==> config.mk <==
export PLATFORM = sky130hd
export DESIGN_NAME = eesu_top
export DESIGN_NICKNAME = d
export VERILOG_FILES = /design/src/hdl/eesu_top.v
export VERILOG_INCLUDE_DIRS = /design/src /design/src/hdl
export SDC_FILE = /design/constraint.sdc
export NUM_CORES = 1
export LEC_CHECK = 0
export BUFFER_PORTS_ARGS = -buffer_cell sky130_fd_sc_hd__buf_2
export CAP_MARGIN = 30
export CORE_ASPECT_RATIO = 0.7
export CORE_UTILIZATION = 30
export DETAILED_ROUTE_END_ITERATION = 7
export PLACE_DENSITY = 0.47
export RECOVER_POWER = 50
export SLEW_MARGIN = 20
export SYNTH_ARGS = -nofsm -noshare
export SYNTH_HDL_FRONTEND = slang
export SYNTH_SLANG_ARGS = --single-unit
==> constraint.sdc <==
create_clock -name clk -period 3 [get_ports clk]
set_input_delay 0.3 -clock clk [delete_from_list [all_inputs] [get_ports clk]]
set_output_delay 0.3 -clock clk [all_outputs]
set_load 0.02 [all_outputs]
==> src/hdl/eesu_map.vh <==
`ifndef EESU_MAP_VH
`define EESU_MAP_VH

// ----------------------------------------
// register set selection codes
// ----------------------------------------
`define EESU_SEL_SEC_END  2'h0
`define EESU_SEL_SEC_ERR  2'h1
`define EESU_SEL_PRI_END  2'h2
`define EESU_SEL_PRI_ERR  2'h3

// ----------------------------------------
// widths and reset values
// ----------------------------------------
`define EESU_SET_COUNT    4
`define EESU_EV_WIDTH     8
`define EESU_EV_RESET     8'h00
`define EESU_MASK_RESET   8'h00
`define EESU_SUM_RESET    4'h0

`endif

==> src/hdl/eesu_top.v <==
`timescale 1ns/1ns
`include "eesu_map.vh"

// Functional notes
// - registers exist only in native language mode
// - separate sets for first and second channel
// - summary bit 3: primary error masked
// - summary bit 2: primary end masked
// - summary bit 1: secondary error masked
// - summary bit 0: secondary end masked
// - only mask-enabled bits reach the summary
// - primary error query returns and clears
// - primary end query returns and clears
// - event registers cannot be written externally
// - clear events on clear, power-on, mode switch
// - primary error mask written and read back
// - primary end mask written and read back
// - masks cleared by zero write, power-on, switch
// - secondary error query returns, clears; own mask
// - secondary end query returns, clears; own mask

module eesu_top #(
    parameter W = `EESU_EV_WIDTH
)(
    input  wire             clk,
    input  wire             reset,
    input  wire             native_mode,
    input  wire [4*W-1:0]   event_set,
    input  wire             clear_status_cmd,
    input  wire             mask_wr_cmd,
    input  wire [1:0]       mask_sel,
    input  wire [W-1:0]     mask_wdata,
    input  wire             query_req,
    input  wire [1:0]       query_sel,
    input  wire             query_mask,
    output reg              query_valid,
    output reg  [W-1:0]     query_data,
    output reg  [3:0]       extended_summary_bit
);

    // ----------------------------------------
    // set indexes, equal to summary bit numbers
    // ----------------------------------------
    localparam [1:0] SET_PRI_ERR = `EESU_SEL_PRI_ERR;
    localparam [1:0] SET_PRI_END = `EESU_SEL_PRI_END;
    localparam [1:0] SET_SEC_ERR = `EESU_SEL_SEC_ERR;
    localparam [1:0] SET_SEC_END = `EESU_SEL_SEC_END;

    // ----------------------------------------
    // selection decode
    // ----------------------------------------
    function sel_hit;
        input [1:0]  sel;
        input [31:0] idx;
        begin
            sel_hit = ({30'h0, sel} == idx);
        end
    endfunction

    // summary over all positions of one set
    function any_enabled;
        input [W-1:0] ev;
        input [W-1:0] mk;
        begin
            any_enabled = |(ev & mk);
        end
    endfunction

    // ----------------------------------------
    // language mode tracking
    // ----------------------------------------
    reg         mode_reg;
    wire        mode_switch;
    wire        active;

    // a switch in either direction wipes all state
    assign mode_switch = native_mode ^ mode_reg;
    assign active      = native_mode & ~mode_switch;

    // remembered mode gives the switch detector its past value
    wire        mode_next;
    assign mode_next = native_mode;

    always @(posedge clk)
    begin
        if (reset)
            mode_reg <= 1'h0;
        else
            mode_reg <= mode_next;
    end

    // ----------------------------------------
    // strobe decode, one bit per set
    // ----------------------------------------
    reg  [3:0]     rd_hit;
    reg  [3:0]     wr_hit;
    wire           clear_hit;
    integer        k;

    // clear-status touches events only, never masks
    assign clear_hit = clear_status_cmd & active;

    // a query of events clears; a mask query never does
    always @*
    begin
        rd_hit = 4'h0;
        wr_hit = 4'h0;
        for (k = 0; k < `EESU_SET_COUNT; k = k + 1)
        begin
            rd_hit[k] = query_req & ~query_mask & active & sel_hit(query_sel, k);
            wr_hit[k] = mask_wr_cmd & active & sel_hit(mask_sel, k);
        end
    end

    // ----------------------------------------
    // register sets, index = summary bit
    // ----------------------------------------
    wire [4*W-1:0] ev_flat;
    wire [4*W-1:0] mk_flat;
    wire [3:0]     sum_next;

    genvar g;
    generate
        for (g = 0; g < `EESU_SET_COUNT; g = g + 1)
        begin : g_set
            reg  [W-1:0] ev_reg;
            reg  [W-1:0] mk_reg;
            reg  [W-1:0] ev_next;
            reg  [W-1:0] mk_next;
            reg  [W-1:0] cap;
            wire         hit_rd;
            wire         hit_wr;
            wire         clr_ev;

            // only reset, the query path, clear-status, mode switch and capture touch events
            assign hit_rd = rd_hit[g];
            assign hit_wr = wr_hit[g];
            assign clr_ev = clear_hit | hit_rd;

            // events are dropped outside native mode
            always @*
            begin
                if (active)
                    cap = event_set[g*W +: W];
                else
                    cap = {W{1'h0}};
            end

            // new event wins over a clear in the same cycle
            always @*
            begin
                ev_next = ev_reg;
                if (mode_switch)
                    ev_next = {W{1'h0}};
                else
                begin
                    if (clr_ev)
                        ev_next = {W{1'h0}};
                    ev_next = ev_next | cap;
                end
            end

            // clear-status leaves masks alone; zero write clears
            always @*
            begin
                mk_next = mk_reg;
                if (mode_switch)
                    mk_next = {W{1'h0}};
                else if (hit_wr)
                    mk_next = mask_wdata;
            end

            // next values used so summary moves with registers
            assign sum_next[g] = any_enabled(ev_next, mk_next);

            assign ev_flat[g*W +: W] = ev_reg;
            assign mk_flat[g*W +: W] = mk_reg;

            always @(posedge clk)
            begin
                if (reset)
                begin
                    ev_reg <= `EESU_EV_RESET;
                    mk_reg <= `EESU_MASK_RESET;
                end
                else
                begin
                    ev_reg <= ev_next;
                    mk_reg <= mk_next;
                end
            end
        end
    endgenerate

    // ----------------------------------------
    // named views of the four sets
    // ----------------------------------------
    wire [W-1:0]   pri_err_events;
    wire [W-1:0]   pri_end_events;
    wire [W-1:0]   sec_err_events;
    wire [W-1:0]   sec_end_events;
    wire [W-1:0]   pri_err_mask;
    wire [W-1:0]   pri_end_mask;
    wire [W-1:0]   sec_err_mask;
    wire [W-1:0]   sec_end_mask;

    assign pri_err_events = ev_flat[SET_PRI_ERR*W +: W];
    assign pri_end_events = ev_flat[SET_PRI_END*W +: W];
    assign sec_err_events = ev_flat[SET_SEC_ERR*W +: W];
    assign sec_end_events = ev_flat[SET_SEC_END*W +: W];
    assign pri_err_mask   = mk_flat[SET_PRI_ERR*W +: W];
    assign pri_end_mask   = mk_flat[SET_PRI_END*W +: W];
    assign sec_err_mask   = mk_flat[SET_SEC_ERR*W +: W];
    assign sec_end_mask   = mk_flat[SET_SEC_END*W +: W];

    // ----------------------------------------
    // query read selection
    // ----------------------------------------
    reg  [W-1:0]   rd_events;
    reg  [W-1:0]   rd_mask;

    always @*
    begin
        rd_events = {W{1'h0}};
        rd_mask   = {W{1'h0}};
        case (query_sel)
            SET_PRI_ERR:
            begin
                rd_events = pri_err_events;
                rd_mask   = pri_err_mask;
            end
            SET_PRI_END:
            begin
                rd_events = pri_end_events;
                rd_mask   = pri_end_mask;
            end
            SET_SEC_ERR:
            begin
                rd_events = sec_err_events;
                rd_mask   = sec_err_mask;
            end
            SET_SEC_END:
            begin
                rd_events = sec_end_events;
                rd_mask   = sec_end_mask;
            end
            default:
            begin
                rd_events = {W{1'h0}};
                rd_mask   = {W{1'h0}};
            end
        endcase
    end

    // ----------------------------------------
    // output next values
    // ----------------------------------------
    reg  [W-1:0]   query_data_next;
    wire           query_valid_next;
    wire [3:0]     summary_next;

    // every query is answered, refused ones with zero
    assign query_valid_next = query_req;
    assign summary_next     = sum_next;

    // outside native mode a query answers zero
    always @*
    begin
        query_data_next = {W{1'h0}};
        if (query_req & active)
        begin
            if (query_mask)
                query_data_next = rd_mask;
            else
                query_data_next = rd_events;
        end
    end

    // ----------------------------------------
    // output registers
    // ----------------------------------------
    always @(posedge clk)
    begin
        if (reset)
            extended_summary_bit <= `EESU_SUM_RESET;
        else
            extended_summary_bit <= summary_next;
    end

    // answer stands one cycle for each cycle query_req is held, then returns to zero
    always @(posedge clk)
    begin
        if (reset)
        begin
            query_valid <= 1'h0;
            query_data  <= {W{1'h0}};
        end
        else
        begin
            query_valid <= query_valid_next;
            query_data  <= query_data_next;
        end
    end

endmodule

* Yosys cells after proc, flatten, opt, wreduce, memory -nomap -nowiden *
Cells that the tools add are included.
W data, S select, Z words.

word-level totals
  memory bits (read-only) = 0
  register bits after elaboration = 78
  bits in latches = 0
  bits in writable memories = 0
  memories = 0
  bits of input ports = 51
  output and inout port bits = 13
  word-level logic and storage cells = 82

cells by class
  add/sub/neg operators = 0
  mux-type cells = 27
  equal/unequal tests = 6
  reduce and logical (&&, ||, !) cells = 7
  $mul = 0
  shift operators = 0
  bitwise gates (word level) = 30
  order comparisons = 0
  divide/modulo/power cells = 0

operator list
  operator              number
  $mux W8               25
  $pmux W8 S4           2
  $and A8 B8 Y8         4
  $or A8 B8 Y8          4
  $reduce_or A8 Y1      4
  $and A1 B1 Y1         14
  $eq A2 B2 Y1 const B  4
  $eq A2 B1 Y1 const B  2
  $logic_not A2 Y1      2
  $or A1 B1 Y1          4
  $not A1 Y1            3
  $reduce_or A2 Y1      1
  $xor A1 B1 Y1         1

* Depth between registers and ports, before layout *
  word-level depth = 12
  mapped depth = 8
  mapped depth without buffers = 6

* Worst setup path before layout *
No wires, ideal clock.

  path kind = in2reg
  start = input port native_mode
  end = register extended_summary_bit[2]
  required time = 2919 ps
  arrival = 1671 ps
  stages on the path = 7
  library setup time = 81 ps
  setup slack = 1249 ps
  buffers on the path = 2
  cell sequence = ha_1 buf_4 buf_2 nand4b_1 mux2i_1 o32a_1 a41oi_1

on the way
  word-level cells in the longest chain between the ends = 12
  elaborated cells between the ends (all ways) = 18
  classes of those cells = 6 x mux; 11 x bitwise; 1 x reduce/logical

ends and longest elaborated chain
  what                        line            source
  start, declared             eesu_top.v:27   input wire native_mode,
  $xor A1 B1 Y1               eesu_top.v:77   assign mode_switch = native_mode ^ mode_reg;
  $not A1 Y1                  eesu_top.v:78   assign active = native_mode & ~mode_switch;
  $and A1 B1 Y1               eesu_top.v:78
  $and A1 B1 Y1 (2 in a row)  eesu_top.v:110  rd_hit[k] = query_req & ~query_mask & active & sel_hit(query_sel, k);
  $or A1 B1 Y1                eesu_top.v:138  assign clr_ev = clear_hit | hit_rd;
  $mux W8                     eesu_top.v:157  if (clr_ev)
  $mux W8                     eesu_top.v:153  if (mode_switch)
  $or A8 B8 Y8                eesu_top.v:159  ev_next = ev_next | cap;
  $mux W8                     eesu_top.v:153
  $and A8 B8 Y8 (*)           eesu_top.v:65   any_enabled = |(ev & mk);
  $reduce_or A8 Y1 (*)        eesu_top.v:65
  end signal, assigned        eesu_top.v:285  extended_summary_bit <= `EESU_SUM_RESET;
  end signal, assigned        eesu_top.v:287  extended_summary_bit <= summary_next;
  end, declared               eesu_top.v:38   output reg [3:0] extended_summary_bit

Mark *: on every way between the ends. The rest lies on a longest branch, timed or not. The select of a mux whose other input is x is not followed.
A chain may end at the register's enable or synchronous reset.

* Worst setup path after layout *
  start = register mode_reg
  end = register extended_summary_bit[0]

on the way
  word-level cells in the longest chain between the ends = 12
  elaborated cells between the ends (all ways) = 18
  classes of those cells = 6 x mux; 11 x bitwise; 1 x reduce/logical

ends and longest elaborated chain
  what                        line            source
  start, declared             eesu_top.v:72   reg mode_reg;
  start signal, assigned      eesu_top.v:89   mode_reg <= mode_next;
  $xor A1 B1 Y1 (*)           eesu_top.v:77
  $not A1 Y1                  eesu_top.v:78
  $and A1 B1 Y1               eesu_top.v:78
  $and A1 B1 Y1 (2 in a row)  eesu_top.v:110
  $or A1 B1 Y1                eesu_top.v:138
  $mux W8                     eesu_top.v:157
  $mux W8                     eesu_top.v:153
  $or A8 B8 Y8                eesu_top.v:159
  $mux W8                     eesu_top.v:153
  $and A8 B8 Y8 (*)           eesu_top.v:65
  $reduce_or A8 Y1 (*)        eesu_top.v:65

Marks and branches as above.

==> impl_metrics.yaml <==
final_layout:
  drive_above_1_share_pct: 24.18
  fin_nets: 445
  final_cell_area_mm2: 0.004199
  final_cells: 550
  areaGrowthSynthToFinish_pct: 18.71
  antenna_cells: 0
synthesis:
  ys_seq_area_share_pct: 44.15
  synth_top_area_share_pct: 44.15
  yosys_warnings: 0
  synth_common_cells: "dfxtp_1, nor2_1, mux2i_1"
  avgSynthCellArea_um2: 10.53
  synth_edf_count: 0
  synthCells: 336
  synth_top_area_cell: "dfxtp_1"
  syn-cell-area_mm2: 0.003537
  ys_ff_latch: 78
  async_reset_ff_share_pct: 0
  synth_most_common_cell: "dfxtp_1"
  yosysUniqueCellTypes: 42
  synth_ff_type: "dfxtp_1"
  syn-num-nets: 388
  ys_top_cells_by_area: "dfxtp_1, mux4_2, mux2i_1"
clock_network:
  cts_max_level: 3
  cts_tree: "built"
  postCtsHoldBufs: 0
  clkTransAtPathRegs_ns: 0.06
  cts_setup_buffers: 0
  cts_buffers: 9
  cts_buffer_depth: 2
  clockRootBuffer: "clkbuf_16"
  insertion_delay_ns: 0.33
  ctsResizeCount: 0
  cts_num_sinks: 78
setup_path:
  cp-start-kind: "register"
  cp.arrival_ns: 2.81
  critical_path.top_delay_family: "simple AND/OR/NAND/NOR gates"
  crit_path_top_delay_cell: "and4bb_1"
  critical_path.max_fanout: 12
  crit_chain: "ha_1, and4bb_1, mux2i_1, a311oi_1, nor4_1, a311oi_1"
  critPathCapture: "extended_summary_bit[0]"
  path_buf_inv: 0
  cpMostUsedCell: "a311oi_1"
  cp.depth: 6
  timing.rr.end: "extended_summary_bit[0]"
  slowest_delay_ns: 0.72
  critPathLaunch: "mode_reg"
  critPathKind: "register to register"
  worstPathRequired_ns: 3.24
  worst-r2r-cell-count: 6
  critPathCaptureType: "register"
  r2r_start: "mode_reg"
  ff2ff_setup_slack_ns: 0.43
global_route:
  grt_max_degree: 37
  grt-busiest-layer: "met1"
  antenna_found_initial: 0
  gr-total-overflow: 0
  grt_util_met1_pct: 29.25
  use_met2_pct: 26.72
  track_usage_pct: 19.58
  grt_pass1_wl_mm: 17.44
  grt_pass1_vias: 2891
  use_met3_pct: 5.857
power:
  pwr-share-seq_pct: 47.0
  comb_power_share_pct: 8.4
  power_density_mw_per_mm2: 534.1
  leakagePower_nw: 1.554
  p_int_mw: 1.717
  peakVddDrop_uv: 303.5
  switchingPower_mw: 0.5257
  switching_share_pct: 23.44
  clkPwrFrac_pct: 44.6
floorplanning:
  start_util_pct: 31.44
  io_pins: 64
  dieArea_mm2: 0.01224
  die_y_um: 92.85
  core_mm2: 0.01125
  die_w_um: 131.8
  row_count: 32
sta:
  setup_violations: 0
  fin_skew_ns: 0.003061
  rsz0062_at_grt: "no"
  report.final.slew_viol_count: 0
  fin_tns_setup_ns: 0
  tightest_slew_ns: 1.206
  hold_viol: 0
  fin_crit_sh_pct: 85.73
  fmax_ghz: 0.3888
  slew_headroom_pct: 18.73
  layout_min_cycle_time_ns: 2.572
hold_path:
  hp-class: "input pin to register"
drt:
  drcViolationCount: 0
  drt_first_iter_violations: 226
  vias_per_cell: 5.236
  drt-total-wl_mm: 11.41
  vias: 2880
  firstDrtPassIters: 4
  drtAntennaViolNets: 0
  routedWlPerCell_um: 20.75
placement:
  port_buffers: 63
  place_congestion: 0.8064
  dp_hpwl_mm: 8.453
  dp.cells: 535
  place_area_mm2: 0.003988
run_status:
  outcome: "finished, final reports clean"
flow_run:
  max_cap_viol_count: 0
## layer usage
layer | share of wire [%] | wire length [um]
met1 | 50 | 5719
met2 | 39 | 4507
met3 | 9.7 | 1106
met4 | 0.68 | 78
met5 | 0 | 0
## cell usage in the layout, fill, tap and decap left out, drive strengths merged, types with 5 or more instances in the layout
cell type and n:
clkbuf 31, or2 5, buf 52, mux2i 33
a22o 6, nor2 56, mux4 16, a22oi 21
a21oi 6, nand2 19, o32a 5, a31oi 8
nor2b 14, a311oi 6, dfxtp 78
## power groups by stage
stage	logic (mW)	clock network, mW	registers (mW)
after floorplan	0.108	0	1.07
after global placement	0.197	0	1.08
after detailed placement	0.196	0	1.08
after CTS	0.196	1.02	1.05
after global routing	0.203	1.07	1.05
final	0.188	1.00	1.05
## cells by family after synthesis
family          Yosys count  synth area share, %
buf+inv                  24                3.396
simple gates            117                16.27
compound gates           63                15.03
fa+ha+maj                 1               0.3537
flops                    78                44.15
mux                      53                20.80
## worst reg2reg max path, cell delays in order (launching register included)
cell      delay (ns)
dfxtp_1         0.31
ha_1            0.46
and4bb_1        0.72
mux2i_1         0.22
a311oi_1        0.45
nor4_1          0.11
a311oi_1        0.21
## stage by stage
stage	total power [mW]	hold slack, ns	worst slack, ns	utilization (%)
floorplan	1.182	0.3716	1.249	-
global placement	1.274	0.4868	0.5581	35.44
detailed placement	1.272	0.5103	0.5085	35.44
CTS	2.275	0.1943	0.6130	37.83
global route	2.326	0.2138	0.2733	37.32
finish	2.243	0.1965	0.4282	37.32
## worst min path at each step
stage                        from                 end  slack, ns  depth (start not counted)
2_1_floorplan               reset  g_set[2].mk_reg[0]       0.37                          1
3_3_place_gp   g_set[3].mk_reg[4]  g_set[3].mk_reg[4]       0.49                          2
3_5_place_dp   g_set[0].ev_reg[5]  g_set[0].ev_reg[5]       0.51                          2
4_1_cts               native_mode            mode_reg       0.19                          2
5_1_grt               native_mode            mode_reg       0.21                          2
6_report              native_mode            mode_reg       0.20                          2
## final cells by class
class                   count  area [um^2]
flip-flops and latches     78         1562
repair buffers             69        332.8
fillers                  1161         7052
inverters                   1        3.754
well taps                 153        191.4
clock buffers              14        264.0
multi-input cells         234         1841
clock inverters             1        5.005
(Power assumes the default switching activity.)
